**config.mk**
```make
export PLATFORM = sky130hd
export DESIGN_NAME = chs_status_regs
export DESIGN_NICKNAME = d
export VERILOG_FILES = /design/src/chs_pkg.sv /design/src/chs_field_mux.sv /design/src/chs_status_regs.sv
export SDC_FILE = /design/constraint.sdc
export NUM_CORES = 1
export LEC_CHECK = 0
export BUFFER_PORTS_ARGS = -buffer_cell sky130_fd_sc_hd__buf_2
export CAP_MARGIN = 30
export CORE_MARGIN = 10
export CORE_UTILIZATION = 41
export CTS_CLUSTER_SIZE = 10
export DETAILED_ROUTE_END_ITERATION = 8
export HOLD_SLACK_MARGIN = 0.05
export PLACE_DENSITY = 0.8
export SLEW_MARGIN = 0
export SYNTH_ARGS = -nofsm -noshare
export SYNTH_HDL_FRONTEND = slang
export SYNTH_HIERARCHICAL = 1
export SYNTH_SLANG_ARGS = --single-unit
```
**constraint.sdc**
```tcl
create_clock -name clk -period 4.3 [get_ports clk]
set_clock_uncertainty 0.15 [all_clocks]
set_input_delay 0 -clock clk [delete_from_list [all_inputs] [get_ports clk]]
set_output_delay 0 -clock clk [all_outputs]
set_load 0.005 [all_outputs]
```
**src/chs_pkg.sv**
```systemverilog
// package for the charger status register block
package chs_pkg;

  // register byte addresses (printed offsets are not multiples of four)
  localparam logic [3:0] CHS_IDX_STATE  = 4'h1;
  localparam logic [3:0] CHS_IDX_INPUT  = 4'h2;
  localparam logic [3:0] CHS_IDX_IRQ_ST = 4'h3;
  localparam logic [3:0] CHS_IDX_IRQ_MK = 4'h4;
  localparam int         CHS_AW         = 6;
  localparam logic [5:0] CHS_ADDR_STATE  = 6'({CHS_IDX_STATE, 2'b00});
  localparam logic [5:0] CHS_ADDR_INPUT  = 6'({CHS_IDX_INPUT, 2'b00});
  localparam logic [5:0] CHS_ADDR_IRQ_ST = 6'({CHS_IDX_IRQ_ST, 2'b00});
  localparam logic [5:0] CHS_ADDR_IRQ_MK = 6'({CHS_IDX_IRQ_MK, 2'b00});

  // field positions of the state status register
  localparam int CHS_ZONE_LSB  = 5;
  localparam int CHS_CC1TO_BIT = 4;
  localparam int CHS_STATE_LSB = 0;

  // interrupt status and mask bit positions
  localparam int CHS_IRQ_STATE_BIT = 0;
  localparam int CHS_IRQ_CC1_BIT   = 4;
  localparam int CHS_IRQ_ZONE_BIT  = 7;

  // mask reset value and unmapped read value
  localparam logic [7:0]  CHS_MASK_RST  = 8'h00;
  localparam logic [31:0] CHS_UNMAPPED  = 32'h0000_0000;

  // thermistor zone codes
  typedef enum logic [2:0] {
    CHS_ZONE_COLD    = 3'h0,
    CHS_ZONE_COOL    = 3'h1,
    CHS_ZONE_ROOM    = 3'h2,
    CHS_ZONE_WARM    = 3'h3,
    CHS_ZONE_HOT     = 3'h4,
    CHS_ZONE_NONE    = 3'h5,
    CHS_ZONE_OFF     = 3'h6,
    CHS_ZONE_OFF_HRV = 3'h7
  } chs_zone_t;

  // charger state codes
  typedef enum logic [3:0] {
    CHS_ST_OFF      = 4'h0,
    CHS_ST_IDLE     = 4'h1,
    CHS_ST_PRE      = 4'h2,
    CHS_ST_CC1      = 4'h3,
    CHS_ST_CC2      = 4'h4,
    CHS_ST_CV       = 4'h5,
    CHS_ST_MAINT    = 4'h6,
    CHS_ST_MAINT_DN = 4'h7,
    CHS_ST_PRE_TMO  = 4'h8,
    CHS_ST_SAFE_TMO = 4'h9,
    CHS_ST_TRACK    = 4'hE,
    CHS_ST_TEMP_SUS = 4'hF
  } chs_state_t;

  // live inputs from the analog comparators and charger core
  typedef struct packed {
    logic       input_present;
    logic       charger_enabled;
    logic [1:0] charger_thermistor_enable;
    logic [1:0] harvester_thermistor_enable;
    logic [2:0] zone_raw;
    logic       first_cc_timeout;
    logic [3:0] charger_state_raw;
    logic       sys_reg;
    logic       in_volt_reg;
    logic       in_cur_lim;
    logic       overvoltage;
    logic       input_ok;
    logic       temp_shutdown;
    logic       temp_reduce;
    logic       thermal_sd;
  } chs_live_t;

endpackage

```
**src/chs_field_mux.sv**
```systemverilog
`timescale 1ns/1ps
// field formatting of the two live status bytes
module chs_field_mux (
  // live condition
  input  wire chs_pkg::chs_live_t live,
  // formatted bytes
  output logic [7:0]              state_byte,
  output logic [7:0]              input_byte
);
  import chs_pkg::*;

  wire       chg_off_sel;
  wire       hrv_off_sel;
  wire       mon_off;
  wire       mon_off_hrv;
  wire [2:0] zone_code;
  wire       state_rfu;
  wire [3:0] state_code;
  wire       in_qual;
  wire       chg_qual;

  assign chg_off_sel = live.charger_thermistor_enable == 2'b00;
  assign hrv_off_sel = live.harvester_thermistor_enable == 2'b00;
  assign mon_off     = (live.input_present & chg_off_sel)
                     | (~live.input_present & chg_off_sel & hrv_off_sel);
  assign mon_off_hrv = ~live.input_present & ~chg_off_sel & hrv_off_sel;
  // raw zone above the no-thermistor code is treated as absent
  assign zone_code   = mon_off     ? CHS_ZONE_OFF :
                       mon_off_hrv ? CHS_ZONE_OFF_HRV :
                       (live.zone_raw > CHS_ZONE_NONE) ? CHS_ZONE_NONE : live.zone_raw;
  // reserved codes never reach software; idle is the safe stand-in
  assign state_rfu   = (live.charger_state_raw >= 4'hA) && (live.charger_state_raw <= 4'hD);
  assign state_code  = state_rfu ? CHS_ST_IDLE : live.charger_state_raw;
  assign in_qual     = live.input_present & ~live.overvoltage & live.input_ok;
  assign chg_qual    = in_qual & live.charger_enabled;

  always_comb begin
    state_byte = 8'h00;
    state_byte[CHS_ZONE_LSB +: 3]  = zone_code;
    state_byte[CHS_CC1TO_BIT]      = live.first_cc_timeout;
    state_byte[CHS_STATE_LSB +: 4] = state_code;
    // invalid-context flags read zero so software never trusts stale analog
    input_byte = {chg_qual & live.sys_reg,
                  in_qual & live.in_volt_reg,
                  in_qual & live.in_cur_lim,
                  live.overvoltage,
                  live.input_ok,
                  chg_qual & live.temp_shutdown,
                  chg_qual & live.temp_reduce,
                  live.input_present & live.thermal_sd};
  end
endmodule

```
**src/chs_status_regs.sv**
```systemverilog
`timescale 1ns/1ps
// charger status registers with Avalon-MM slave and change interrupts
module chs_status_regs (
  // clock and reset
  input  wire logic                        clk,
  input  wire logic                        rst,
  // avalon-mm slave
  input  wire logic [chs_pkg::CHS_AW-1:0]  avs_address,
  input  wire logic                        avs_read,
  input  wire logic                        avs_write,
  input  wire logic [31:0]                 avs_writedata,
  input  wire logic [3:0]                  avs_byteenable,
  output logic [31:0]                      avs_readdata,
  output logic                             avs_waitrequest,
  output logic [1:0]                       avs_response,
  // live condition from charger core
  input  wire chs_pkg::chs_live_t          live_in,
  // interrupt
  output logic                             irq
);
  import chs_pkg::*;

  chs_live_t  live_s1_q;
  chs_live_t  live_q;
  logic [7:0] state_byte;
  logic [7:0] input_byte;
  logic [7:0] prev_state_q;
  logic       prev_valid_q;
  logic [7:0] irq_st_q;
  logic [7:0] irq_st_d;
  logic [7:0] irq_mk_q;
  logic       ack_q;
  logic [31:0] rdata_q;
  logic [1:0] resp_q;

  // live pins come from analog domains, so two stages first
  always_ff @(posedge clk) begin
    live_s1_q <= live_in;
    live_q    <= live_s1_q;
  end

  chs_field_mux u_fmt (
    .live       (live_q),
    .state_byte (state_byte),
    .input_byte (input_byte)
  );

  wire       req       = (avs_read | avs_write) & ~ack_q;
  wire       sel_state = avs_address == CHS_ADDR_STATE;
  wire       sel_input = avs_address == CHS_ADDR_INPUT;
  wire       sel_st    = avs_address == CHS_ADDR_IRQ_ST;
  wire       sel_mk    = avs_address == CHS_ADDR_IRQ_MK;
  wire       mapped    = sel_state | sel_input | sel_st | sel_mk;
  // write lands on the taking edge, with waitrequest low, never on the edge that ends the wait
  wire       wr_go     = ack_q & avs_write & avs_byteenable[0];
  wire [7:0] clr_mask  = (wr_go & sel_st) ? avs_writedata[7:0] : 8'h00;
  wire       zone_chg  = prev_valid_q
                       & (prev_state_q[CHS_ZONE_LSB +: 3] != state_byte[CHS_ZONE_LSB +: 3]);
  wire       code_chg  = prev_valid_q
                       & (prev_state_q[CHS_STATE_LSB +: 4] != state_byte[CHS_STATE_LSB +: 4]);
  wire       cc1_chg   = prev_valid_q
                       & (prev_state_q[CHS_CC1TO_BIT] != state_byte[CHS_CC1TO_BIT]);
  wire [7:0] ev_set;
  wire [31:0] rmux     = sel_state ? {24'h00_0000, state_byte} :
                         sel_input ? {24'h00_0000, input_byte} :
                         sel_st    ? {24'h00_0000, irq_st_q} :
                         sel_mk    ? {24'h00_0000, irq_mk_q} : CHS_UNMAPPED;

  assign ev_set = (8'h01 << CHS_IRQ_STATE_BIT) & {8{code_chg}}
                | (8'h01 << CHS_IRQ_ZONE_BIT)  & {8{zone_chg}}
                | (8'h01 << CHS_IRQ_CC1_BIT)   & {8{cc1_chg}};
  // set wins over a simultaneous write-one clear
  assign irq_st_d = (irq_st_q & ~clr_mask) | ev_set;

  always_ff @(posedge clk) begin
    if (rst) begin
      prev_state_q <= 8'h00;
      prev_valid_q <= 1'b0;
      irq_st_q     <= 8'h00;
    end else begin
      prev_state_q <= state_byte;
      prev_valid_q <= 1'b1;
      irq_st_q     <= irq_st_d;
    end
  end

  // only the mask is written here; state and input have no write path, interrupt status is write-one-clear
  always_ff @(posedge clk) begin
    if (rst) begin
      irq_mk_q <= CHS_MASK_RST;
    end else if (wr_go & sel_mk) begin
      irq_mk_q <= avs_writedata[7:0];
    end
  end

  // one wait cycle: read data is sampled from live state
  always_ff @(posedge clk) begin
    if (rst) begin
      ack_q   <= 1'b0;
      rdata_q <= 32'h0000_0000;
      resp_q  <= 2'b00;
    end else begin
      ack_q   <= req;
      rdata_q <= (req & avs_read) ? rmux : 32'h0000_0000;
      resp_q  <= (req & ~mapped) ? 2'b11 : 2'b00;
    end
  end

  assign avs_waitrequest = (avs_read | avs_write) & ~ack_q;
  assign avs_readdata    = rdata_q;
  assign avs_response    = resp_q;
  assign irq             = |(irq_st_q & irq_mk_q);
endmodule

```
== After elaboration in Yosys (flattened, before gate mapping) ==
Cells that the tools add are included.
W data, S select, Z words.
Word-level totals
  bits in registers: 104
  input port bits: 68
  output and inout port bits: 36
  logic and storage cells: 106
Cells by class
  $lt $le $gt $ge: 3
  eq/ne operators: 7
  mux-type cells: 11
  bitwise operators: 41
  reduce and logical (&&, ||, !) cells: 6
Operators with widths (number)
  $mux W8: 5
  $and A1 B1 Y1: 24
  $and A8 B8 Y8: 2
  $eq A6 B4 Y1 const B: 2
  $mux W3: 3
  $not A8 Y8: 1
  $or A1 B8 Y8: 1
  $or A8 B5 Y8: 1
  $or A8 B8 Y8: 1
  $reduce_or A8 Y1: 1
  $eq A6 B3 Y1 const B: 1
  $eq A6 B5 Y1 const B: 1
  $not A1 Y1: 6
  $or A1 B1 Y1: 5
  $reduce_or A5 Y1: 1
  $ge A4 B4 Y1 const B: 1
  $le A4 B4 Y1 const B: 1
  $logic_not A2 Y1: 2
  $mux W4: 1
  $ne A4 B4 Y1: 1
  $gt A3 B3 Y1 const B: 1
  $ne A3 B3 Y1: 1
  $mux W2: 1
  $reduce_or A2 Y1: 1
  other kinds (3): 3

== Logic depth before layout (Yosys ltp) ==
Gate-level depths: netlist (run 1).
  depth in word-level cells: 11
  gate-level depth with buffers: 6
  gate-level depth less buffers: 6

== Hierarchy ==
Netlist (run 1), hierarchy kept.
Modules (own cells, without submodules)
  chs_status_regs: instances 1, cells each 232, area each 2573.7 µm², sequential area each 1581.5 µm²
  chs_field_mux: instances 1, cells each 29, area each 173.9 µm², sequential area each 0.0 µm²

== Worst setup path after synthesis (run 1) ==
Ideal clock, no wire load.
  path kind: register -> register
  from: register live_q[21] (netlist bit)
  to: register irq_st_q[7]
  setup time: 0.116 ns
  arrival: 1.256 ns
  required time: 4.034 ns
  path slack: 2.779 ns
  cell stages (with the launch flop): 7
  path buffers: 0
  period minus slack after synthesis: 1.521 ns
  cells stage by stage: dfxtp_1 -> nor3_1 -> nor2_1 -> o21ai_0 -> xnor2_1 -> a31oi_1 -> a31o_1
Between the ends
  word-level cells in the longest chain between the ends: 10
  elaborated cells between the ends (all ways): 14
  classes of those cells: 1 x eq/ne; 2 x mux; 11 x bitwise
Ends and longest elaborated chain
  from (decl): RTL line chs_status_regs.sv:24  | chs_live_t live_q;
  from (signal assigned): RTL line chs_status_regs.sv:39  | live_q <= live_s1_q;
  $not A1 Y1: RTL line chs_field_mux.sv:25, chs_field_mux.sv:26
  $and A1 B1 Y1 (on tied branches) (2 in a row): RTL line chs_field_mux.sv:26, chs_field_mux.sv:25
  $mux W3 / $or A1 B1 Y1 (equally long branches): RTL line chs_field_mux.sv:29, chs_field_mux.sv:25
  $mux W3 (*): RTL line chs_field_mux.sv:28  | assign zone_code = mon_off ? CHS_ZONE_OFF :
  net state_byte[5]: RTL line chs_status_regs.sv:25  | logic [7:0] state_byte;
  $ne A3 B3 Y1 (*): RTL line chs_status_regs.sv:58  | & (prev_state_q[CHS_ZONE_LSB +: 3] != state_byte[CHS_ZONE_LSB +: 3]);
  $and A1 B1 Y1 (*): RTL line chs_status_regs.sv:58
  $or A1 B8 Y8 (*): RTL line chs_status_regs.sv:70  | | (8'h01 << CHS_IRQ_ZONE_BIT) & {8{zone_chg}}
  $or A8 B5 Y8 (*): RTL line chs_status_regs.sv:71  | | (8'h01 << CHS_IRQ_CC1_BIT) & {8{cc1_chg}};
  $or A8 B8 Y8 (*): RTL line chs_status_regs.sv:73  | assign irq_st_d = (irq_st_q & ~clr_mask) | ev_set;
  to (signal assigned): RTL line chs_status_regs.sv:83  | irq_st_q <= irq_st_d;
  to (decl): RTL line chs_status_regs.sv:29  | logic [7:0] irq_st_q;
The timed path passes the listed nets; every way through them passes the cells marked *.
A chain may end at the register's enable or synchronous reset.

== Final worst setup path (run 1) ==
  from: input avs_address[5] (netlist bit)
  to: register irq_mk_q[0]
Between the ends
  word-level cells in the longest chain between the ends: 2
Ends and longest elaborated chain
  from (decl): RTL line chs_status_regs.sv:8  | input wire logic [chs_pkg::CHS_AW-1:0] avs_address,
  $eq A6 B5 Y1: RTL line chs_status_regs.sv:52  | wire sel_mk = avs_address == CHS_ADDR_IRQ_MK;
  $and A1 B1 Y1: RTL line chs_status_regs.sv:91  | end else if (wr_go & sel_mk) begin
  to (signal assigned): RTL line chs_status_regs.sv:92  | irq_mk_q <= avs_writedata[7:0];
  to (decl): RTL line chs_status_regs.sv:31  | logic [7:0] irq_mk_q;
No other way between the ends.

==> impl_metrics.env, run 1 <==
export IMPL_netlist_instances=261
export IMPL_seq_area_frac_synth_pct=57.6
export IMPL_area_growth_synth_to_final_pct=31.4
export IMPL_tritoncts="yes"
export IMPL_grt_setup_unrepaired="no"
export IMPL_track_usage_pct=12.9
export IMPL_start_util_pct=42.8
export IMPL_dieWidth_um=102
export IMPL_yosys_warnings=6
export IMPL_worst_slack_ns=1.83
export IMPL_finalCriticalPeriod_ns=2.47
export IMPL_hpwl_um=4430
export IMPL_cts_sinks=79
export IMPL_worstMarginPinSlew_ns=0.869
export IMPL_drtIter0Drc=154
export IMPL_ios=104
export IMPL_num_rows=29
export IMPL_drive_above_1_share_pct=24.0
export IMPL_arrival_ns=2.62
export IMPL_async_flop_share_pct=0
export IMPL_wirelength_um=6510
export IMPL_clock_root_buffer="clkbuf_8"
export IMPL_crit_path_frequent_cell="dlygate4sd3_1"
export IMPL_ir_drop_mv=0.346
export IMPL_dp_slack_ns=2.47
export IMPL_rrSetupSlack_ns=1.97
export IMPL_coreArea_um2=6420
export IMPL_synthFlopType="dfxtp_1"
export IMPL_power_leakage_uw=0.00155
export IMPL_dpl_cell_count=378
export IMPL_fmax_mhz=404
export IMPL_die_h_um=102
export IMPL_cpPeakStageDelay_ns=0.74
export IMPL_htree_levels=3
export IMPL_firstDrtPassIters=4
export IMPL_startpoint="avs_address[5]"
export IMPL_synth_edff_count=0
export IMPL_wl_per_cell_um=14.8
export IMPL_cp_max_fo=15
export IMPL_clk_latency_ns=0.35
export IMPL_port_buffers=52
export IMPL_gp_congestion=0.847
export IMPL_drtAntennaViolNets=0
export IMPL_crit_end="irq_mk_q[0]"
export IMPL_clk_pin_slew_ns=0.08
export IMPL_min_delay_path_class="primary input to flop"
export IMPL_overflow=0
export IMPL_vias=2103
export IMPL_post_route_period_util_pct=57.5
export IMPL_status="finished, final reports clean"
export IMPL_grt_pass1_vias=2172
export IMPL_final_setup_viol_count=0
export IMPL_critPathCaptureType="flop"
export IMPL_synth_seq_cells=79
export IMPL_fin_tns_setup_ns=0
export IMPL_cp_start_kind="primary input"
export IMPL_r2r_start="ack_q"
export IMPL_hold_violations=0
export IMPL_via_per_inst=4.77
export IMPL_cpMaxStageDelayCell="and2_0"
export IMPL_fin_cells=441
export IMPL_worstPathCellList="dlygate4sd3_1 -> buf_2 -> nor3_1 -> and2_0 -> nand3_1 -> a21oi_1 -> dlygate4sd3_1"
export IMPL_clk_path_buf_depth=2
export IMPL_cap_violations=0
export IMPL_cts_made_buffers=9
export IMPL_fin_nets=426
export IMPL_grt_max_degree=21
export IMPL_die_area_um2=10400
export IMPL_power_density_nw_per_um2=401
export IMPL_antenna_found_initial=1
export IMPL_syn_area_um2=2750
export IMPL_crit_required_ns=4.45
export IMPL_rr_endpoint="irq_mk_q[0]"
export IMPL_final_max_slew_viol_count=0
export IMPL_synthDistinctLibCells=47
export IMPL_avgSynthCellArea_um2=10.5
export IMPL_drc=0
export IMPL_relSlewSlack_pct=42.0
export IMPL_timing_reg2reg_worst_path_depth=5
export IMPL_crit_type="primary input to flop"
export IMPL_grt_pass1_wl_um=10400
## what timing repair did
action,in CTS,in global routing
hold endpoints to repair,56,0
resized for setup,0,0
setup buffers,0,0
hold buffers,46,0
## report_power, final
group / internal (uW) / switching [uW]
logic: 62.8 / 52.2
clock network: 275 / 280
registers: 763 / 13.8
total: 1100 / 346
## through the flow
stage | hold slack, ns | power (uW) | utilization (%) | cell area [um^2]
floorplan | -0.122 | 862 | - | 2830
global route | 0.118 | 1510 | 56.2 | 3610
global placement | -0.0482 | 874 | 45.8 | 2940
detailed placement | -0.0464 | 879 | 45.8 | 2940
CTS | 0.102 | 1460 | 56.2 | 3610
finish | 0.131 | 1450 | 56.2 | 3610
## worst max-delay path, delay by kind of cell
family / cells / cell delay [ns]
compound gates: 1 / 0.18
simple gates: 3 / 1.20
buf+inv: 3 / 1.24
## layer usage
layer	wire (um)	vias to the layer above	global-route usage, %
met3	691	9	5.06
li1	-	1043	-
met4	101	0	6.07
met2	3110	99	21.9
met1	2600	952	13.9
met5	0	-	0
## final cells by class
cell class	count	area (um^2)
Fill cell	547	2810
Sequential cell	79	1580
Multi-Input combinational cell	163	978
Timing Repair Buffer	98	721
Clock buffer	9	124
Tap cell	77	96.3
Clock inverter	7	80.1
Inverter	7	26.3
Antenna cell	1	2.50
## layout by cell type (no fill, tap or decap), drive strengths merged, types with 2 or more instances in the layout
master	count
a21o	2
a21oi	18
a221oi	6
a22oi	4
a31o	3
and2	4
and3	4
buf	52
clkbuf	9
clkinv	2
clkinvlp	2
conb	24
dfxtp	79
dlygate4sd3	46
inv	9
mux2	6
nand2	16
nand2b	3
nand3	10
nand4	2
nor2	13
nor2b	9
nor3	5
nor3b	3
o21ai	9
xnor2	8
## synthesized netlist by cell type, types with 2 or more instances
library cell  number  share of area (%)
a221oi_1           6                1.9
nand2b_1           3               0.68
nand3_1           10                1.8
nor2_2             2               0.46
mux2_2             6                2.5
buf_4             28                7.7
dfxtp_1           79                 58
nor2_1            11                1.5
a22oi_1            4                1.1
a21o_1             2               0.55
xnor2_1            8                2.6
nand4_1            2               0.46
and2_2             3               0.82
nor3_1             4               0.73
inv_1              5               0.68
clkbuf_1           2               0.27
a21oi_1           18                3.3
and3_1             4               0.91
nor3b_2            2               0.91
buf_2              3               0.55
a31o_1             2               0.64
nor2b_1            9                2.0
o21ai_0            9                1.6
nand2_1           16                2.2
## how the worst min path moves through the flow
stage | slack, ns | startpoint | cells past startpoint | to
2_1_floorplan | -0.12 | live_in[0] | 0 | live_s1_q[0]
3_3_place_gp | -0.05 | live_in[17] | 1 | live_s1_q[17]
3_5_place_dp | -0.05 | live_in[15] | 1 | live_s1_q[15]
4_1_cts | 0.10 | live_in[2] | 2 | live_s1_q[2]
5_1_grt | 0.12 | live_in[20] | 2 | live_s1_q[20]
6_report | 0.13 | live_in[10] | 2 | live_s1_q[10]
## sequential cells by signal, indices dropped and copies added (netlist names)
register	cells
irq_st_q	8
live_q	22
avs_readdata	8
avs_response	1
prev_valid_q	1
irq_mk_q	8
ack_q	1
prev_state_q	8
live_s1_q	22
## kinds of logic after synthesis
kind of cell	synth area share, %
flip-flops	57.6
AND/OR/NAND/NOR	15.2
AO/OA/AOI/OAI	11.8
buffers and inverters	9.97
XOR/XNOR	2.87
multiplexers	2.46
other	0.136
No activity file was read; power rests on OpenSTA's default activity.
==> run 2: changes to the inputs <==
--- a/config.mk
+++ b/config.mk
@@ -5,6 +5,7 @@
 export SDC_FILE = /design/constraint.sdc
 export NUM_CORES = 1
 export LEC_CHECK = 0
+export ABC_AREA = 1
 export BUFFER_PORTS_ARGS = -buffer_cell sky130_fd_sc_hd__buf_2
 export CAP_MARGIN = 30
 export CORE_MARGIN = 10
@@ -12,7 +13,7 @@
 export CTS_CLUSTER_SIZE = 10
 export DETAILED_ROUTE_END_ITERATION = 8
 export HOLD_SLACK_MARGIN = 0.05
-export PLACE_DENSITY = 0.8
+export PLACE_DENSITY = 0.81
 export SLEW_MARGIN = 0
 export SYNTH_ARGS = -nofsm -noshare
 export SYNTH_HDL_FRONTEND = slang
==> constraint.sdc (replaced) <==
create_clock -name clk -period 2.05 [get_ports clk]
set_clock_uncertainty 0.15 [all_clocks]
set_input_delay 0 -clock clk [delete_from_list [all_inputs] [get_ports clk]]
set_output_delay 0 -clock clk [all_outputs]
set_load 0.005 [all_outputs]
==> run 2 against run 1 <==
Compared with the run above: count of clock-buffer cells in the layout unchanged; critical path type unchanged; setup slack got worse by 1.7 ns; wire length increased by 7.1%; sequential power increased by 110%; critical endpoint is now irq_mk_q[6]; highest routed layer unchanged.
==> impl_metrics.env, run 2 <==
export IMPL_fin_hold_ws_ns=0.0429
export IMPL_tritoncts="yes"
export IMPL_synth_seq_cells=79
export IMPL_diodes=0
export IMPL_cap_violations=0
export IMPL_drc=0
export IMPL_cp_start_kind="primary input"
export IMPL_area_growth_synth_to_final_pct=33.8
export IMPL_final_setup_viol_count=0
export IMPL_clkPwrFrac_pct=39.1
export IMPL_grt_pass1_vias=2619
export IMPL_crit_required_ns=2.15
export IMPL_gp_congestion=0.876
export IMPL_wl_met2_um=3400
export IMPL_ios=104
export IMPL_dp_slack_ns=0.521
export IMPL_start_util_pct=42.6
export IMPL_final_max_slew_viol_count=0
export IMPL_arrival_ns=2.07
export IMPL_coreArea_um2=6870
export IMPL_rr_endpoint="irq_mk_q[6]"
export IMPL_cpMaxStageDelayCell="dlygate4sd3_1"
export IMPL_critPathCaptureType="flop"
export IMPL_port_buffers=52
export IMPL_worst_slack_ns=0.0804
export IMPL_seq_area_frac_synth_pct=54.1
export IMPL_yosys_warnings=6
export IMPL_synthTopCellsByCount="dfxtp_1, nand2_1, nor2_1"
export IMPL_seqPwrFrac_pct=52.4
export IMPL_drtAntennaViolNets=0
export IMPL_fmax_mhz=508
export IMPL_n_fill_cell=588
export IMPL_synth_edff_count=0
export IMPL_htree_levels=3
export IMPL_top_regs="live_q: 22 flops, live_s1_q: 22 flops"
export IMPL_syn_area_um2=2920
export IMPL_wl_per_cell_um=12.4
export IMPL_min_delay_path_class="primary input to flop"
export IMPL_p_comb_share_pct=8.5
export IMPL_overflow=0
export IMPL_synth_top_area_share_pct=54.1
export IMPL_clk_pin_slew_ns=0.09
export IMPL_cp_max_fo=8
export IMPL_min_to="irq_mk_q[1]"
export IMPL_power_density_nw_per_um2=794
export IMPL_power_leakage_uw=0.00199
export IMPL_dieWidth_um=104
export IMPL_post_route_period_util_pct=96.1
export IMPL_clock_root_buffer="clkbuf_8"
export IMPL_r2r_start="ack_q"
export IMPL_final_common_cell="dfxtp_1"
export IMPL_hold_violations=0
export IMPL_grt_max_degree=17
export IMPL_drtIter0Drc=146
export IMPL_vias=2525
export IMPL_drive_above_1_share_pct=19.3
export IMPL_synth_most_common_cell="dfxtp_1"
export IMPL_timing_reg2reg_worst_path_depth=6
export IMPL_firstDrtPassIters=4
export IMPL_wirelength_um=6970
export IMPL_wl_met1_um=2710
export IMPL_ir_drop_mv=0.648
export IMPL_status="finished, final reports clean"
export IMPL_antenna_found_initial=0
export IMPL_fin_nets=530
export IMPL_yosys_top_cells_area="dfxtp_1, nand2_1, buf_4, nor2_1, inv_1"
export IMPL_worstPathCellList="buf_2 -> dlygate4sd3_1 -> nor2_4 -> nand3_2 -> nor2_4 -> inv_2 -> nor2_1 -> nor2_1 -> dlygate4sd3_1"
export IMPL_grt_pass1_wl_um=11600
export IMPL_num_rows=30
export IMPL_dr_max_layer_used="met4"
export IMPL_hold_start="avs_byteenable[0]"
export IMPL_power_uw=3110
export IMPL_netlist_instances=354
export IMPL_cpPeakStageDelay_ns=0.61
export IMPL_layout_common_cells="dfxtp_1, nand2_1, nor2_1"
export IMPL_hpwl_um=4650
export IMPL_finalCriticalPeriod_ns=1.97
export IMPL_internal_power_uw=2320
export IMPL_clk_path_buf_depth=2
export IMPL_yosysTopAreaCell="dfxtp_1"
export IMPL_clk_latency_ns=0.36
export IMPL_avgSynthCellArea_um2=8.26
export IMPL_wl_met3_um=751
export IMPL_via_per_inst=4.48
export IMPL_die_area_um2=10900
export IMPL_power_switching_uw=788
export IMPL_cts_made_buffers=9
export IMPL_async_flop_share_pct=0
export IMPL_die_h_um=104
export IMPL_cts_sinks=79
export IMPL_synthDistinctLibCells=25
export IMPL_switching_share_pct=25.4
export IMPL_synthFlopType="dfxtp_1"
export IMPL_rrSetupSlack_ns=0.26
export IMPL_holdPathStages=5
export IMPL_track_usage_pct=12.9
export IMPL_crit_type="primary input to flop"
## run 2: cell types whose count changed in the layout (fill, tap and decap cells not counted), sizes merged, moves of 9 or more
cell	change
a21oi	-14
inv	+39
nand2	+50
nand3	+11
nand4	+14
nor2	+53
nor2b	-9
## run 2: layer usage
layer | track usage (%) | vias to the layer above
met2 | 22.5 | 104
met1 | 12.9 | 1140
met5 | 0 | -
met4 | 4.27 | 0
li1 | - | 1270
met3 | 6.63 | 11
## run 2: logic make-up (layout without fill, tap and decap cells)
kind of cell    after synthesis  in the layout  share of synthesized area, %
simple gates                172            172                          27.0
other cells                   1             24                         0.128
buf+inv                      77            167                          13.9
xor+xnor                      2              2                         0.599
compound gates               23             23                          4.28
flops                        79             79                          54.1
## run 2: worst max-delay path by stage
stage / end / slack (ns) / from
floorplan: irq_st_q[0] / 0.68 / live_q[10]
global placement: irq_st_q[0] / 0.57 / live_q[10]
detailed placement: avs_readdata[6] / 0.52 / avs_address[1]
CTS: irq_st_q[6] / 0.01 / avs_address[4]
global route: irq_mk_q[0] / -0.005 / avs_address[5]
finish: irq_mk_q[6] / 0.08 / avs_address[5]
## run 2: worst max-delay path: cells and delay by family
family | cells | cell delay [ns]
simple gates | 5 | 0.69
buf+inv | 4 | 1.37
## run 2: per-stage QoR
step,instances,instance area (um^2),util (%),TNS [ns]
6_report,563,3910,56.9,0
5_1_grt,563,3910,56.9,-0.00719
2_1_floorplan,377,3010,-,0
3_5_place_dp,492,3150,45.9,0
4_1_cts,559,3870,56.4,0
3_3_place_gp,492,3150,45.9,0
## run 2: layout make-up
cell class | instances | area (um^2) | share of cell area, %
inverters | 43 | 161 | 4.13
repair buffers | 108 | 811 | 20.7
flip-flops and latches | 79 | 1580 | 40.4
well taps | 96 | 120 | 3.07
clock inverters | 7 | 85.1 | 2.18
multi-input cells | 221 | 1030 | 26.3
clock buffers | 9 | 124 | 3.17
## run 2: power groups by stage
stage | clock, uW | combinational [uW] | sequential (uW)
4_1_cts | 1240 | 255 | 1630
3_5_place_dp | 0 | 190 | 1660
3_3_place_gp | 0 | 183 | 1660
5_1_grt | 1300 | 298 | 1640
2_1_floorplan | 0 | 158 | 1660
6_report | 1210 | 264 | 1630
## run 2: repair_timing
action / in CTS / in global routing
setup buffers: 0 / 4
endpoints found under the hold margin: 56 / 0
hold buffers: 51 / 0
resized for setup: 0 / 2
setup endpoints to repair: 0 / 17
==> run 3: changes to the inputs <==
--- a/config.mk
+++ b/config.mk
@@ -9,13 +9,12 @@
 export BUFFER_PORTS_ARGS = -buffer_cell sky130_fd_sc_hd__buf_2
 export CAP_MARGIN = 30
 export CORE_MARGIN = 10
-export CORE_UTILIZATION = 41
+export CORE_UTILIZATION = 42
 export CTS_CLUSTER_SIZE = 10
 export DETAILED_ROUTE_END_ITERATION = 8
 export HOLD_SLACK_MARGIN = 0.05
-export PLACE_DENSITY = 0.81
+export PLACE_DENSITY = 0.84
 export SLEW_MARGIN = 0
 export SYNTH_ARGS = -nofsm -noshare
 export SYNTH_HDL_FRONTEND = slang
-export SYNTH_HIERARCHICAL = 1
 export SYNTH_SLANG_ARGS = --single-unit
==> run 3 against run 2 <==
Compared with the run above: critical path type unchanged; sequential power is essentially flat; first-iteration DRC count shrank 14%; worst hold slack gained 0.026 ns; cell area shrank 10%; sequential share of layout area grew 4.6 points; utilization shrank 1.3 points; via count shrank 15%; final cell count shrank 15%.
==> impl_metrics.env, run 3 <==
export IMPL_status="finished, final reports clean"
export IMPL_ios=104
export IMPL_syn_area_um2=2710
export IMPL_antenna_found_initial=0
export IMPL_finalInstanceArea_um2=3510
export IMPL_synth_seq_cells=79
export IMPL_drtAntennaViolNets=0
export IMPL_crit_type="primary input to flop"
export IMPL_clock_root_buffer="clkbuf_8"
export IMPL_worstPathCellList="dlygate4sd3_1 -> buf_2 -> nor2_4 -> inv_2 -> nor3_4 -> dlygate4sd3_1 -> a21oi_1 -> a31oi_1"
export IMPL_post_route_period_util_pct=87.3
export IMPL_overflow=0
export IMPL_final_setup_viol_count=0
export IMPL_p_comb_share_pct=7.3
export IMPL_internal_power_uw=2280
export IMPL_synth_top_area_share_pct=58.4
export IMPL_gp_congestion=0.797
export IMPL_fin_util_pct=55.6
export IMPL_arrival_ns=1.91
export IMPL_crit_required_ns=2.17
export IMPL_synthDistinctLibCells=27
export IMPL_layout_common_cells="dfxtp_1, nand2_1, buf_2"
export IMPL_cp_num_buf_inv=4
export IMPL_coreArea_um2=6310
export IMPL_yosys_top_cells_area="dfxtp_1, nand2_1, buf_4, inv_1, nor2_1"
export IMPL_hpwl_um=4360
export IMPL_vias=2153
export IMPL_cp_max_fo=4
export IMPL_die_area_um2=10100
export IMPL_fin_hold_ws_ns=0.0688
export IMPL_fin_nets=465
export IMPL_grt_max_degree=18
export IMPL_finalCriticalPeriod_ns=1.79
export IMPL_rrSetupSlack_ns=0.57
export IMPL_dieWidth_um=100
export IMPL_r2r_start="live_q[21]"
export IMPL_yosysTopAreaCell="dfxtp_1"
export IMPL_drc=0
export IMPL_final_common_cell="dfxtp_1"
export IMPL_cpPeakStageDelay_ns=0.61
export IMPL_clk_pin_slew_ns=0.08
export IMPL_via_per_inst=4.49
export IMPL_htree_levels=3
export IMPL_synth_edff_count=0
export IMPL_drive_above_1_share_pct=18.7
export IMPL_worstMarginPinSlew_ns=0.595
export IMPL_cap_violations=0
export IMPL_grt_pass1_wl_um=9680
export IMPL_synthFlopType="dfxtp_1"
export IMPL_fin_tns_setup_ns=0
export IMPL_synthTopCellsByCount="dfxtp_1, nand2_1, inv_1"
export IMPL_netlist_instances=302
export IMPL_startpoint="avs_address[0]"
export IMPL_yosys_warnings=0
export IMPL_crit_path_frequent_cell="dlygate4sd3_1"
export IMPL_diodes=0
export IMPL_final_max_slew_viol_count=0
export IMPL_power_uw=2970
export IMPL_hold_violations=0
export IMPL_wirelength_um=5950
export IMPL_cts_made_buffers=9
export IMPL_top_regs="live_q: 22 flops, live_s1_q: 22 flops"
export IMPL_wl_per_cell_um=12.4
export IMPL_fmax_mhz=559
export IMPL_num_rows=29
export IMPL_drtIter0Drc=126
export IMPL_clk_latency_ns=0.35
export IMPL_cts_sinks=79
export IMPL_power_leakage_uw=0.00168
export IMPL_track_usage_pct=11.9
export IMPL_grt_setup_unrepaired="no"
export IMPL_ir_drop_mv=0.771
export IMPL_tritoncts="yes"
export IMPL_async_flop_share_pct=0
export IMPL_hold_start="avs_address[4]"
export IMPL_start_util_pct=42.9
export IMPL_dpl_cell_area_um2=2940
export IMPL_avgSynthCellArea_um2=8.97
export IMPL_grt_pass1_vias=2173
export IMPL_clk_path_buf_depth=2
export IMPL_area_growth_synth_to_final_pct=29.7
export IMPL_power_switching_uw=685
export IMPL_seqPwrFrac_pct=54.8
export IMPL_seq_area_frac_synth_pct=58.4
export IMPL_firstDrtPassIters=4
export IMPL_critPathCaptureType="flop"
export IMPL_synth_most_common_cell="dfxtp_1"
export IMPL_cp_start_kind="primary input"
export IMPL_clkPwrFrac_pct=37.8
export IMPL_switching_share_pct=23.1
export IMPL_relSlewSlack_pct=60.2
export IMPL_cpMaxStageDelayCell="dlygate4sd3_1"
export IMPL_die_h_um=100
export IMPL_power_density_nw_per_um2=844
export IMPL_min_delay_path_class="primary input to flop"
export IMPL_crit_family="buffers and inverters"
export IMPL_port_buffers=52
run 3: cell types whose count changed after synthesis, moves of 7 or more:
cell / delta
a21oi_1: +9
nand2_1: -13
nand4_1: -12
nor2_1: -29
o21ai_0: +7
run 3: cells by family (layout without fill, tap and decap cells):
| group | count (synthesis) | count (layout) | share of synthesized area [%] |
|---|---|---|---|
| simple gates | 104 | 104 | 16.7 |
| other cells | 1 | 24 | 0.138 |
| flops | 79 | 79 | 58.4 |
| buf+inv | 68 | 145 | 13.3 |
| compound gates | 45 | 45 | 9.79 |
| xor+xnor | 5 | 5 | 1.62 |
run 3: worst register-to-register path: stages (launching register included):
cell     delay, ns
dfxtp_1       0.37
nand2_1       0.07
nor2_1        0.15
nand2_1       0.07
nor2_1        0.26
nand2_1       0.09
a31oi_1       0.23
run 3: power groups by stage:
stage / Clock (uW) / Sequential [uW] / Combinational, uW
after detailed placement: 0 / 1660 / 162
after global routing: 1220 / 1630 / 248
final: 1120 / 1630 / 218
after CTS: 1160 / 1630 / 215
after global placement: 0 / 1660 / 154
after floorplan: 0 / 1650 / 133
run 3: metrics by stage:
step / setup slack, ns / cells
detailed placement: 0.520 / 426
finish: 0.261 / 479
floorplan: 0.796 / 325
global placement: 0.566 / 426
CTS: 0.0507 / 479
global route: 0.148 / 479
run 3: path summary, 6_finish.rpt:
kind / to / cells after the start
max: avs_readdata[1] / 8
min: avs_response[0] / 4
max reg2reg: avs_readdata[7] / 6
min reg2reg: live_q[1] / 0
run 3: timing repair:
| item | 4_1_cts | 5_1_grt |
|---|---|---|
| endpoints found under the hold margin | 56 | 0 |
| endpoints found under the setup margin | 0 | 5 |
| hold buffers | 37 | 0 |
| gates resized for setup | 0 | 1 |
| setup buffers | 0 | 0 |
run 3: layer usage:
| layer | vias up | global-route usage [%] | routed length (um) |
|---|---|---|---|
| met1 | 955 | 12.8 | 2420 |
| met2 | 81 | 19.7 | 2810 |
| met5 | - | 0 | 0 |
| met4 | 0 | 5.98 | 165 |
| met3 | 13 | 4.95 | 546 |
| li1 | 1104 | - | - |
run 3: final cells by class:
type / instances / area [um^2]
fill: 555 / 2800
sequential: 79 / 1580
multi-input combinational: 178 / 852
timing repair buffer: 90 / 641
inverter: 39 / 146
clock buffer: 10 / 128
tap: 77 / 96.3
clock inverter: 6 / 68.8
